$ cat src/mlpr_map.vh
`ifndef MLPR_MAP_VH
`define MLPR_MAP_VH
// ----------------------------------------------------------------------------
// readout geometry
// ----------------------------------------------------------------------------
`define MLPR_NUM_LINKS 16
`define MLPR_WORD_W 12
`define MLPR_BURST_LAST 7'h7f
`define MLPR_ROWS_DEFAULT 12'h440
// ----------------------------------------------------------------------------
// multiplex select codes
// ----------------------------------------------------------------------------
`define MLPR_MUX_16 2'h0
`define MLPR_MUX_8 2'h1
`define MLPR_MUX_4 2'h2
`define MLPR_MUX_2 2'h3
// last burst index of a row, which is also the channel group mask
`define MLPR_LAST_16 3'h0
`define MLPR_LAST_8 3'h1
`define MLPR_LAST_4 3'h3
`define MLPR_LAST_2 3'h7
// ----------------------------------------------------------------------------
// control word
// ----------------------------------------------------------------------------
`define MLPR_CW_PIXEL 0
`define MLPR_CW_ROW 1
`define MLPR_CW_FRAME 2
`define MLPR_CW_SLOT 3
`define MLPR_CW_ROWHEAD 4
`define MLPR_CW_IDLE 12'h200
// ----------------------------------------------------------------------------
// serial word lengths
// ----------------------------------------------------------------------------
`define MLPR_BITS_TEN 4'h9
`define MLPR_BITS_TWELVE 4'hb
`define MLPR_MASK_TEN 12'h3ff
`define MLPR_MASK_TWELVE 12'hfff
// ----------------------------------------------------------------------------
// sequencer states
// ----------------------------------------------------------------------------
`define MLPR_ST_IDLE 2'h0
`define MLPR_ST_SLOT 2'h1
`define MLPR_ST_BURST 2'h2
`endif

$ cat src/mlpr_readout.v
// Summary of operation
// - drive sixteen data links, one control link and one forwarded clock link.
// - forwarded clock is ddr, toggling once per serial bit.
// - control link sends status words of pixel width in lockstep with data.
// - words go lsb first, first_serial_bit during forwarded clock high phase.
// - bit time is a tenth or twelfth of the pixel clock period.
// - readout in 128-pixel bursts, one pixel per pixel clock period.
// - one overhead pixel period is inserted before every burst.
// - sixteen-link mode sends a whole 2048-pixel row in one burst.
// - eight, four, two links take 2, 4, 8 bursts plus slots per row.
// - twelve-bit mode forces four links unless two links are selected.
// - eight-link mode uses odd links only; even links may be disabled.
// - four-link mode uses links 1, 5, 9, 13, four bursts each.
// - four-link mode maps pixel quarters to links 1, 5, 9, 13 ascending.
// - two-link mode uses links 1 and 9, eight bursts per row.
// - rows per frame programmable, 1088 by default.
// - control bits 0..2 flag pixel, row, frame valid; bits 8..11 are 0100.
// - data links send training word whenever no valid pixel is sent.
// - inactive links copy the active link serving their group.
// - idle control word is 512, only bit 9 set.
`timescale 1ns/1ps
`default_nettype none
`include "mlpr_map.vh"

module mlpr_readout #(
  parameter NLINK = `MLPR_NUM_LINKS,
  parameter WW = `MLPR_WORD_W,
  parameter ROW_W = 12
) (
  input wire i_sys_clk,
  input wire i_rst,
  input wire i_ce,
  input wire i_pixel_clk,
  input wire i_bit_strobe,
  input wire i_twelve_bit,
  input wire [1:0] i_mux_sel,
  input wire [ROW_W-1:0] i_row_count,
  input wire [WW-1:0] i_train_word,
  input wire i_frame_req,
  input wire [NLINK*WW-1:0] i_src_words,
  output reg o_rd_valid,
  output reg [2:0] o_rd_burst,
  output reg [6:0] o_rd_index,
  output reg [ROW_W-1:0] o_rd_row,
  output reg [NLINK-1:0] o_link_enable,
  output reg [NLINK-1:0] o_data_bits,
  output reg o_ctrl_bit,
  output reg o_forwarded_ddr_clock
);

  // ----------------------------------------------------------------------------
  // pixel clock synchroniser and edge finder
  // ----------------------------------------------------------------------------
  reg pclk_s1_q;
  reg pclk_s2_q;
  reg pclk_s3_q;
  reg pclk_lvl_q;
  wire pclk_agree;
  wire tick;

  // three stages; a level change is accepted once stages two and three agree
  // stages reset high so a pin already high at release gives no false rising edge
  always @(posedge i_sys_clk or posedge i_rst) begin
    if (i_rst) begin
      pclk_s1_q <= 1'b1;
      pclk_s2_q <= 1'b1;
      pclk_s3_q <= 1'b1;
      pclk_lvl_q <= 1'b1;
    end else if (i_ce) begin
      pclk_s1_q <= i_pixel_clk;
      pclk_s2_q <= pclk_s1_q;
      pclk_s3_q <= pclk_s2_q;
      if (pclk_agree) begin
        pclk_lvl_q <= pclk_s3_q;
      end
    end
  end

  assign pclk_agree = (pclk_s2_q == pclk_s3_q);
  // one pixel period begins at each accepted rising edge
  assign tick = i_ce & pclk_agree & pclk_s3_q & ~pclk_lvl_q;

  // ----------------------------------------------------------------------------
  // mode decode
  // ----------------------------------------------------------------------------
  reg [1:0] mux_eff;
  reg [2:0] last_sel;

  // twelve-bit mode falls back to four links unless two are asked for
  always @* begin
    mux_eff = i_mux_sel;
    if (i_twelve_bit && (i_mux_sel != `MLPR_MUX_2)) begin
      mux_eff = `MLPR_MUX_4;
    end
    case (mux_eff)
      `MLPR_MUX_16: last_sel = `MLPR_LAST_16;
      `MLPR_MUX_8: last_sel = `MLPR_LAST_8;
      `MLPR_MUX_4: last_sel = `MLPR_LAST_4;
      default: last_sel = `MLPR_LAST_2;
    endcase
  end

  // ----------------------------------------------------------------------------
  // row and burst sequencer
  // ----------------------------------------------------------------------------
  reg [1:0] state_q;
  reg req_q;
  reg [2:0] last_q;
  reg twelve_q;
  reg [ROW_W-1:0] rows_q;
  wire [2:0] burst_next;
  wire [ROW_W-1:0] row_next;

  assign burst_next = o_rd_burst + 3'h1;
  assign row_next = o_rd_row + {{(ROW_W-1){1'b0}}, 1'b1};

  // mode and row count are frozen at frame start so a frame stays coherent
  always @(posedge i_sys_clk or posedge i_rst) begin
    if (i_rst) begin
      state_q <= `MLPR_ST_IDLE;
      req_q <= 1'b0;
      last_q <= `MLPR_LAST_16;
      twelve_q <= 1'b0;
      rows_q <= `MLPR_ROWS_DEFAULT;
      o_rd_valid <= 1'b0;
      o_rd_burst <= 3'h0;
      o_rd_index <= 7'h00;
      o_rd_row <= {ROW_W{1'b0}};
    end else if (i_ce) begin
      if (i_frame_req) begin
        req_q <= 1'b1;
      end else if (tick && (state_q == `MLPR_ST_IDLE)) begin
        req_q <= 1'b0;
      end
      if (tick) begin
        case (state_q)
          `MLPR_ST_IDLE: begin
            if (req_q) begin
              state_q <= `MLPR_ST_SLOT;
              last_q <= last_sel;
              twelve_q <= i_twelve_bit;
              rows_q <= i_row_count;
              o_rd_burst <= 3'h0;
              o_rd_row <= {ROW_W{1'b0}};
            end
          end
          `MLPR_ST_SLOT: begin
            // one overhead period then the burst itself
            state_q <= `MLPR_ST_BURST;
            o_rd_valid <= 1'b1;
            o_rd_index <= 7'h00;
          end
          `MLPR_ST_BURST: begin
            if (o_rd_index == `MLPR_BURST_LAST) begin
              o_rd_valid <= 1'b0;
              if (o_rd_burst == last_q) begin
                // last burst of the row: next row or end of frame
                o_rd_burst <= 3'h0;
                if (row_next == rows_q) begin
                  state_q <= `MLPR_ST_IDLE;
                end else begin
                  state_q <= `MLPR_ST_SLOT;
                  o_rd_row <= row_next;
                end
              end else begin
                state_q <= `MLPR_ST_SLOT;
                o_rd_burst <= burst_next;
              end
            end else begin
              o_rd_index <= o_rd_index + 7'h01;
            end
          end
          default: begin
            state_q <= `MLPR_ST_IDLE;
            o_rd_valid <= 1'b0;
          end
        endcase
      end
    end
  end

  // ----------------------------------------------------------------------------
  // control word for the period being loaded
  // ----------------------------------------------------------------------------
  reg [WW-1:0] ctrl_word;
  reg [WW-1:0] word_mask;

  always @* begin
    ctrl_word = `MLPR_CW_IDLE;
    if (state_q == `MLPR_ST_SLOT) begin
      ctrl_word[`MLPR_CW_ROW] = 1'b1;
      ctrl_word[`MLPR_CW_FRAME] = 1'b1;
      ctrl_word[`MLPR_CW_SLOT] = 1'b1;
      ctrl_word[`MLPR_CW_ROWHEAD] = (o_rd_burst == 3'h0);
    end else if (state_q == `MLPR_ST_BURST) begin
      ctrl_word[`MLPR_CW_PIXEL] = 1'b1;
      ctrl_word[`MLPR_CW_ROW] = 1'b1;
      ctrl_word[`MLPR_CW_FRAME] = 1'b1;
    end
    word_mask = twelve_q ? `MLPR_MASK_TWELVE : `MLPR_MASK_TEN;
  end

  // ----------------------------------------------------------------------------
  // serialiser bit counter and forwarded clock
  // ----------------------------------------------------------------------------
  reg [3:0] bit_cnt_q;
  reg [WW-1:0] ctrl_sh_q;
  wire [3:0] bit_last;
  wire shift;

  assign bit_last = twelve_q ? `MLPR_BITS_TWELVE : `MLPR_BITS_TEN;
  // bits stop after the last of a word until the next pixel period loads
  assign shift = i_ce & i_bit_strobe & ~tick & (bit_cnt_q < bit_last);

  // the clock goes high with the first bit of each word and toggles per bit
  always @(posedge i_sys_clk or posedge i_rst) begin
    if (i_rst) begin
      bit_cnt_q <= `MLPR_BITS_TWELVE; // spent, so no phantom word before the first tick
      ctrl_sh_q <= {WW{1'b0}};
      o_ctrl_bit <= 1'b0;
      o_forwarded_ddr_clock <= 1'b0;
    end else if (tick) begin
      bit_cnt_q <= 4'h0;
      o_forwarded_ddr_clock <= 1'b1;
      o_ctrl_bit <= ctrl_word[0];
      ctrl_sh_q <= {1'b0, ctrl_word[WW-1:1]};
    end else if (shift) begin
      bit_cnt_q <= bit_cnt_q + 4'h1;
      o_forwarded_ddr_clock <= ~o_forwarded_ddr_clock;
      o_ctrl_bit <= ctrl_sh_q[0];
      ctrl_sh_q <= {1'b0, ctrl_sh_q[WW-1:1]};
    end
  end

  // ----------------------------------------------------------------------------
  // data links
  // ----------------------------------------------------------------------------
  genvar k;
  generate
    for (k = 0; k < NLINK; k = k + 1) begin : g_link
      reg [WW-1:0] sh_q;
      reg [WW-1:0] word;
      wire [4:0] serving;
      localparam [4:0] LINK_IDX = k;

      // group leader of this output under the frozen multiplex mode
      assign serving = LINK_IDX & ~{2'h0, last_q};

      always @* begin
        word = i_train_word & word_mask;
        if (state_q == `MLPR_ST_BURST) begin
          word = i_src_words[serving*WW +: WW] & word_mask;
        end
      end

      always @(posedge i_sys_clk or posedge i_rst) begin
        if (i_rst) begin
          sh_q <= {WW{1'b0}};
          o_data_bits[k] <= 1'b0;
          o_link_enable[k] <= 1'b1;
        end else if (tick) begin
          o_data_bits[k] <= word[0];
          sh_q <= {1'b0, word[WW-1:1]};
          o_link_enable[k] <= (serving == LINK_IDX);
        end else if (shift) begin
          o_data_bits[k] <= sh_q[0];
          sh_q <= {1'b0, sh_q[WW-1:1]};
        end
      end
    end
  endgenerate

endmodule // mlpr_readout
`default_nettype wire

$ cat config.mk
export PLATFORM = sky130hd
export DESIGN_NAME = mlpr_readout
export DESIGN_NICKNAME = d
export VERILOG_FILES = /design/src/mlpr_readout.v
export VERILOG_INCLUDE_DIRS = /design/src
export SDC_FILE = /design/constraint.sdc
export NUM_CORES = 1
export LEC_CHECK = 0
export ABC_CLOCK_PERIOD_IN_PS = 11480
export BUFFER_PORTS_ARGS = -buffer_cell sky130_fd_sc_hd__buf_2
export CAP_MARGIN = 30
export CORE_MARGIN = 3
export CORE_UTILIZATION = 45
export DETAILED_ROUTE_END_ITERATION = 6
export PLACE_DENSITY_LB_ADDON = 0.3
export SLEW_MARGIN = 5
export SYNTH_ARGS = -nofsm -noshare
export SYNTH_HDL_FRONTEND = slang
export SYNTH_SLANG_ARGS = --single-unit
export TNS_END_PERCENT = 5
$ cat constraint.sdc
create_clock -name i_sys_clk -period 11.48 [get_ports i_sys_clk]
set_clock_uncertainty 0.1 [all_clocks]
set_input_delay 2.296 -clock i_sys_clk [delete_from_list [all_inputs] [get_ports i_sys_clk]]
set_output_delay 2.296 -clock i_sys_clk [all_outputs]
set_load 0.02 [all_outputs]
# Word-level counts from Yosys, hierarchy flattened
# Index checks and enable logic that the tools add are counted.
# totals
out_inout_bits	57
word_cells	285
in_bits	225
regBits	287
# op_classes
shift	15
n_mux	116
bitwise_logic	28
n_lt_le_gt_ge	1
n_eq_ne	25
multipliers	15
n_reduce_logical	17
n_addsub	4
# op_table
cell	n
$shiftx 192x9->12	8
$shiftx 192x8->12	4
$mux 12	55
$shiftx 192x7->12	2
$and 12x12->12	17
$shiftx 192x6->12	1
$mux 1	41
$mul 4x2->6 const B	4
$pmux 12 s2	1
$mul 3x2->5 const B	4
$eq 2x2->1 const B	8
$reduce_and 4->1	4
$mux 2	7
$pmux 7 s2	1
$add 12x1->12 const B	1
$eq 12x12->1	1
$eq 3x3->1 const B	4
$mul 1x2->3 const B	4
$mul 2x2->4 const B	3
$mux 3	4
$ne 2x2->1 const B	6
$pmux 3 s3	1
$mux 4	2
$reduce_bool 2->1	4
other kinds (22)	34

# Depth between registers and ports, before layout
# Gate-level depths: netlist (run 1).
# depth
depth_word	9
depth_mapped	11
ltp_nobuf	9

# Worst setup path before layout (run 1)
# OpenSTA, ideal clock, no wires.
# synth_timing
path_type	input -> register
startpoint	in i_ce
endpoint	reg g_link[15].sh_q[0]
stages	9
arrival_ps	3764
setup_slack_ps	7479
setup_time_ps	137
n_path_buf	4
t_required_ps	11243
path_cell_list	buf_2 > and4b_1 > buf_2 > nand2_1 > buf_2 > buf_1 > a211oi_1 > a221oi_1 > a21oi_1
# synth_between
elab_chain_len	7
word_cells_on_any_way	9
classes_between	mux (1); bitwise (7); reduce/logical (1)
# synth_lines
item	line_no	rtl
from (decl)	mlpr_readout.v:32	input wire i_ce,
$and 1x1->1 (3 in a row)	mlpr_readout.v:81	assign tick = i_ce & pclk_agree & pclk_s3_q & ~pclk_lvl_q;
$not 1->1	mlpr_readout.v:213	assign shift = i_ce & i_bit_strobe & ~tick & (bit_cnt_q < bit_last);
$and 1x1->1 (2 in a row)	mlpr_readout.v:213	
$reduce_bool 2->1 (no line)	-	
to (signal assigned)	mlpr_readout.v:258	sh_q <= {WW{1'b0}};
to (signal assigned)	mlpr_readout.v:263	sh_q <= {1'b0, word[WW-1:1]};
to (signal assigned)	mlpr_readout.v:267	sh_q <= {1'b0, sh_q[WW-1:1]};
to (decl)	mlpr_readout.v:241	reg [WW-1:0] sh_q;
# Parallel ways exist; a longest one is shown, timed or not.
# A chain may end at the register's enable or synchronous reset.

# Final worst setup path (run 1)
# layout_timing
startpoint	in i_ce
endpoint	reg g_link[0].sh_q[3]
# layout_between
elab_chain_len	7
word_cells_on_any_way	9
classes_between	mux (1); bitwise (7); reduce/logical (1)
# layout_lines
item	line_no
$and 1x1->1 (3 in a row)	mlpr_readout.v:81
$not 1->1	mlpr_readout.v:213
$and 1x1->1 (2 in a row)	mlpr_readout.v:213
$reduce_bool 2->1 (no line)	-
to (signal assigned)	mlpr_readout.v:258
to (signal assigned)	mlpr_readout.v:263
to (signal assigned)	mlpr_readout.v:267
to (decl)	mlpr_readout.v:241
# Parallel ways exist; a longest one is shown, timed or not.

==> results of run 1 <==
[sequential cells by signal, indices dropped and copies added, names as in the netlist, 2 cells and up]
signal         flops
ctrl_sh_q          9
o_data_bits       16
o_rd_row          12
rows_q            12
o_rd_index         7
g_link.sh_q      176
o_rd_burst         3
o_link_enable      7
state_q            2
last_q             3
bit_cnt_q          4
[placed cells by master (no fill, tap or decap), types with 12 or more instances in the layout]
cell type / n
clkbuf_16: 29
o21ai_0: 108
a21oi_1: 174
inv_1: 12
a22o_1: 18
nor2b_1: 32
a31oi_1: 96
nand3_1: 36
mux2i_1: 124
dfstp_2: 16
nand2_1: 289
mux2_2: 42
a22oi_1: 20
buf_2: 279
o211ai_1: 14
nor3_1: 31
nor2_1: 196
buf_4: 22
a211oi_1: 57
dfrtp_1: 241
xnor2_1: 17
[routing by layer]
layer  up-vias  routed length [um]  track usage [%]
li1       6984                   -                -
met1      7302               23800             41.7
met2       855               24600             43.2
met3       101                5490             5.12
met4         8                1360             6.48
met5         -                  55                0
[kinds of logic after synthesis]
group           after synthesis  synth area share, %
fa+ha+maj                    11                0.870
simple gates                624                 17.0
mux                         176                 12.3
other cells                   1               0.0237
flops                       260                 41.3
xor+xnor                     26                 1.44
compound gates              565                 22.3
buf+inv                     183                 4.86
[worst max-delay path, cell delays in order]
cell	delay (ns)
buf_2	0.26
and4b_2	0.72
buf_4	0.61
nor2_2	0.25
a21oi_1	0.78
a31oi_1	0.18
[final cells by class]
cell class,count,area [um^2]
clock inverter,11,111
inverter,14,60.1
sequential,260,6540
fill,3205,16300
multi-input combinational,1404,8570
timing repair buffer,304,1640
clock buffer,42,835
tap,455,569
[Yosys cell counts, types with 31 or more instances]
library cell  count  area (um^2)
o21ai_0         108          541
nor2_1          198          743
a31oi_1          96          601
a211oi_1         57          428
nor2b_1          32          200
mux2i_1         124         1240
a21oi_1         174          871
nor3_1           31          155
nand3_1          37          185
mux2_2           42          473
dfrtp_1         244         6110
clkbuf_1        105          394
nand2_1         290         1090
[metrics by stage]
step | power (uW) | cells | setup WS, ns
after CTS | 4560 | 2486 | 6.60
after global routing | 4850 | 2490 | 6.43
final | 4580 | 2490 | 6.57
after floorplan | 3000 | 1847 | 1.96
after global placement | 3560 | 2430 | 6.04
after detailed placement | 3620 | 2433 | 6.02
[power groups by stage]
stage	sequential [uW]	combinational (uW)	clock (uW)
final	1720	1930	933
after global routing	1770	2100	981
after CTS	1710	1900	945
after detailed placement	1720	1890	0
after global placement	1710	1850	0
after floorplan	1600	1400	0
[how the worst max path moves through the flow]
stage,from,end,depth (start not counted)
after floorplan,i_rst,bit_cnt_q[2],1
after global placement,i_ce,g_link[11].sh_q[5],6
after detailed placement,i_ce,o_data_bits[12],6
after CTS,i_ce,o_data_bits[12],6
after global routing,i_ce,rows_q[11],5
final,i_ce,g_link[0].sh_q[3],6
==> results summary, run 1 <==
The number of setup violations in the final report came out at 0. For this design the ratio of total power to cell area is 250 mW/mm^2. The initial antenna violation count was 4. Setup repair after global routing left no endpoint under its margin.

The count of port buffers added during placement is 279. The launch point of the worst reg-to-reg path is twelve_q. The cell count after synthesis is 1,846. The worst setup path is captured at a flip-flop. For the worst setup path, the data required time is 11.75 ns. The count of synthesis-stage warnings from yosys came out at 0. The final period demand of the worst path came out at 4.91 ns. The internal power of the cells totals 2620 uW. TritonCTS built the clock tree. The fraction of the cycle the final worst path needs came out at 42.8%. The growth of design area from synthesis to finish came out at 15.8%. The endpoint of the most critical register-to-register path is g_link[0].sh_q[3]. Each instance of the synthesized netlist takes up on average 8.57 um^2. The cell depth of the worst flop-to-flop path came out at 8. The fraction of synthesis flops using an asynchronous set or reset pin is 100%. The run finished with clean final reports. The setup TNS is 0 ns.

The repair_antennas step left the layout with diodes totalling 0. The count of hold-fix buffers inserted at cts is 0. The peak supply drop came out at 0.000139 V. The number of DRC violations after detailed routing came out at 0. The proportion of total power due to net switching is 42.9%. The initial core utilization is 45.7%.

The number of register bits inferred by synthesis came out at 260. The net switching power came out at 1960 uW. The root buffer cell chosen for the clock tree is clkbuf_16. The weighted congestion reported at the end of routability-driven placement is 0.914.

The count of pins over their slew limit came out at 0. The maximum buffer depth of the clock tree came out at 3. The total clock buffers created by CTS is 29.

The floorplan has 68 rows. The measured slew at the worst slew-check pin is 1.05 ns. The netlist area before placement is 0.0158 mm^2.

The vertical extent of the die is 193 um. Dividing the detail-routed via count by the number of cells gives 6.12. For this run, the leading register cell type out of synthesis is dfrtp_1. The hold path endpoint is g_link[9].sh_q[10]. The placed wire-length estimate came out at 38,600 um. The violation count after the first detailed-route iteration is 1,783.

The number of hold violations in the final report came out at 0. The total grt overflow is 0. The final-stage net count came out at 2,249.

The wire length of the first global-routing pass came out at 85,200 um. The leakage power of the design is 0.00785 uW. The part of the power in the clock network is 20.4%. The core footprint is 0.0346 mm^2. The number of global-route vias before repair came out at 14,300. The via count of the routed design is 15,300. The maximum achievable frequency came out at 0.204 GHz. The worst register-to-register path has a setup slack of 7.71 ns. The number of distinct library cells after synthesis is 70. The finished layout cell area came out at 0.0183 mm^2. The post-CTS setup buffer count came out at 0. The tool flagged a number of max-cap violations equal to 0. The sort of element at the start of the critical path is a primary input. The number of resized instances in the post-cts repair step is 0. The arrival time of the worst setup path is 5.18 ns.

The critical path in this run is classified as in -> reg. The detail route stage leaves a number of antenna-violating nets equal to 0. The average routed wire per standard cell came out at 22.2 um. The tightest slew margin relative to the limit came out at 29.9%.

The cell count of the worst hold path came out at 2. The boundary pin count is 282. The width of the die came out at 193 um.

The first detailed-routing pass ran for 6 iterations. The origin of the worst min-delay path is g_link[9].sh_q[10]. The final design utilization came out at 52.9%. Combinational logic burns 42.1% of the power. In the final layout, the share of cells above drive strength 1 is 21.8%. Of all nets on the critical path, the largest fanout is 51. The total routing resource utilization after global routing came out at 28.1%.

The total length of routed wires is 55,300 um. The clock transition at the registers of the reported paths came out at 0.06 ns. The pin count of the biggest net entering global routing is 237. The placed instance area is 0.0173 mm^2.

In this run, flip-flops and latches consume 37.5% of the power. The number of enable-type register cells in the synthesized netlist came out at 0. The total number of H-tree levels is 1.

The overall die area is 0.0374 mm^2. Across all hold checks on the routed design, the worst slack comes to 0.370 ns. Of the synthesized area, sequential elements account for 41.3%. For this design, the sink count on the clock tree is 260.

The kind of path behind the tightest hold check is reg -> reg. The clock latency reported for the late side of the worst-skew pair came out at 0.56 ns.
(Power assumes the default switching activity.)
==> run 2: changes to the inputs <==
ABC_CLOCK_PERIOD_IN_PS = 4100   (was 11480)
clock period = 4.1 ns   (was 11.48 ns; I/O delays follow)
==> run 2 against run 1 <==
  * Utilization increased by 0.67 points
  * Final area increased by 1.3%
  * First-iteration DRC count decreased by 7.1%
  * The flow now finishes with violations (design-rule violations)
  * Die area unchanged
  * Wire length increased by 0.32%
  * Non-clock buffer count increased by 20
  * Setup slack got worse by 5.6 ns
  * Largest power group unchanged
  * Critical path depth increased by 1
  * Sequential power increased to 2.8 times the previous value
  * Critical endpoint is now o_rd_row[6]
  * Power increased to 2.8 times the previous value
==> results summary, run 2 (synthesis results as in run 1) <==
The number of hold violations in the final report is 0 (unchanged). The boundary pin count came out at 282 (unchanged). The worst register-to-register path begins at state_q[0]. The worst setup path is captured at a flip-flop. The violation count after the first detailed-route iteration came out at 1,656 (-7.1%).

The growth of design area from synthesis to finish is 17.3%. The number of nets with antenna violations after detailed routing is 0 (unchanged). The wire length of the first global-routing pass is 86,300 um (+1.3%). The overall die area came out at 0.0374 mm^2 (unchanged).

The clock transition at the registers of the reported paths came out at 0.06 ns (about the same). The average routed wire per standard cell is 22.1 um (-0.64%). The total number of H-tree levels came out at 1 (unchanged). The final reports fail on design-rule violations. The total grt overflow is 0 (unchanged). In this run the worst setup path begins at state_q[0].

The vertical extent of the die is 193 um (unchanged). The tree is rooted in a clkbuf_16. The endpoint required time on the critical path was 4.46 ns (-7.29 ns). The power consumption is 13,000 uW (+180%).

The library cells used most frequently in the layout, excluding fill and tap cells, are nand2_1 (289), buf_2 (279), dfrtp_1 (241), nor2_1 (196), a21oi_1 (174). The width of the die came to 193 um (unchanged). The number of cells in the finished layout apart from fillers came out at 2,514 (+0.96%). The worst setup path is launched from a flip-flop. The count of port buffers added during placement was 279 (unchanged). The final period demand of the worst path is 3.10 ns. The count of hold-fix buffers inserted at cts came out at 0 (unchanged).

The via-per-instance ratio is 6.12 (-0.12%). The tightest slew margin relative to the limit was 41.6% (+12 points). Leaving out fill and tap cells, the most frequent cell in the layout is nand2_1. The weighted congestion reported at the end of routability-driven placement came to 0.955 (+4.4%).

The clock latency reported for the late side of the worst-skew pair came out at 0.56 ns (about the same). The area of the multi-input gates is 0.00857 mm^2 (about the same). The core footprint came out at 0.0346 mm^2 (unchanged). The total length of routed wires came out at 55,500 um (+0.32%). The path class of the tightest hold or removal check is in -> async. The largest driver fanout on the critical path came to 36 (-29%). The maximum achievable frequency came out at 0.323 GHz. The measured slew at the worst slew-check pin is 0.874 ns (-0.178 ns).

The largest registers in the layout are g_link.sh_q: 176 flops, o_data_bits: 16 flops. The peak supply drop is 0.000359 V (+160%). The reg-to-reg setup timing slack came out at 1.0 ns (-6.71 ns). The number of maximum-capacitance violations came out at 0 (unchanged). The endpoint of the most critical register-to-register path is o_rd_row[6]. The count of TritonRoute iterations in the first routing pass was 7 (+1).

The number of DRC violations after detailed routing came to 14 (+14). The count of pins over their slew limit came to 0 (unchanged). The number of setup violations in the final report is 0 (unchanged). The total clock buffers created by CTS came to 30 (+3.4%). The share of post-route cells with drive strength above 1 came out at 22.6% (+0.79 points).

The initial core utilization came to 45.7% (unchanged). The final-stage net count came out at 2,270 (+0.93%). The placed wire-length estimate came out at 39,500 um (+2.3%). The leakage power of the design is 0.00797 uW (+1.6%). The number of fill cells in the layout came out at 3,272 (+2.1%). The register containing the most flip-flops in the final layout is g_link.sh_q. The via count of the routed design was 15,400 (+0.84%). The critical path is of the reg -> reg type. The number of rows created at floorplan came out at 68 (unchanged). The placed instance area came out at 0.0175 mm^2 (+1.1%). The total power density per cell area came to 702 mW/mm^2 (+180%). The number of global-route vias before repair is 14,600 (+2.2%). The number of cells in the design after placement is 2,455 (+0.90%).

The arrival time of the worst setup path came out at 3.46 ns (-1.72 ns). The post-CTS setup buffer count came out at 0 (unchanged). The cell depth of the worst flop-to-flop path came out at 7 (-1). The initial antenna violation count is 3 (-1). The fraction of the cycle the final worst path needs is 75.6%.

The sequential standard cell area was 0.00654 mm^2 (unchanged). TritonCTS built the clock tree. The number of resized instances in the post-cts repair step came out at 0 (unchanged). The flip-flop count of the largest register, all copies and words added came out at 176 (unchanged). The total number of clock tree sinks is 260 (unchanged). The maximum buffer depth of the clock tree is 3 (unchanged).

The finished layout cell area came out at 0.0186 mm^2 (+1.3%). The pin count of the biggest net entering global routing is 118 (-50%). The run finished, with violations left.

Setup repair after global routing left no endpoint under its margin. The total routing resource utilization after global routing came to 28.5% (+0.36 points).
## run 2: cell types whose count changed in the layout (fill, tap and decap cells not counted), sizes merged
cell	delta
inv	-2
diode	+2
clkbuf	+4
buf	+20
## run 2: area by class of cell
cell class | instances | area share (%)
multi-input cells | 1404 | 46.2
flip-flops and latches | 260 | 35.2
repair buffers | 324 | 9.83
clock buffers | 46 | 4.86
well taps | 455 | 3.07
clock inverters | 9 | 0.512
inverters | 14 | 0.303
diodes | 2 | 0.0270
## run 2: report_power, final
group | switching (uW) | internal, uW | leakage, uW | total (uW)
registers | 1170 | 3720 | 0.00306 | 4890
clock network | 1110 | 1630 | 0.000497 | 2740
logic | 3250 | 2150 | 0.00441 | 5400
total | 5530 | 7500 | 0.00797 | 13000
## run 2: through the flow
step / utilization (%) / setup slack, ns / hold WS, ns / setup TNS, ns
2_1_floorplan: - / -0.235 / 0.339 / -57.22
3_3_place_gp: 50.6 / 1.00 / 0.359 / 0
3_5_place_dp: 50.6 / 0.816 / 0.362 / 0
4_1_cts: 53.4 / 0.993 / 0.172 / 0
5_1_grt: 53.6 / 0.696 / 0.205 / 0
6_report: 53.6 / 0.999 / 0.175 / 0
## run 2: worst max path at each step
stage,end,cells past startpoint
floorplan,bit_cnt_q[2],1
global placement,o_rd_row[6],6
detailed placement,o_rd_row[6],6
CTS,o_rd_row[6],7
global route,o_rd_row[6],7
finish,o_rd_row[6],7
## run 2: routing by layer
metal  GRT usage (%)  share of wire, %  vias to the layer above  wire length, um
li1                -                 -                     7041                -
met1            41.7                43                     7389            23800
met2            43.9                45                      852            24700
met3            4.91               9.8                       94             5460
met4            7.69               2.8                        2             1530
met5               0             0.023                        -               13
## run 2: worst max-delay path, cell delays in order (launching register included)
cell and delay [ns]:
dfrtp_1 0.43, inv_1 0.14, ha_4 0.44, o21ai_0 0.34
nor4_4 0.38, nand2_1 0.40, or3_4 0.52, o31ai_1 0.24
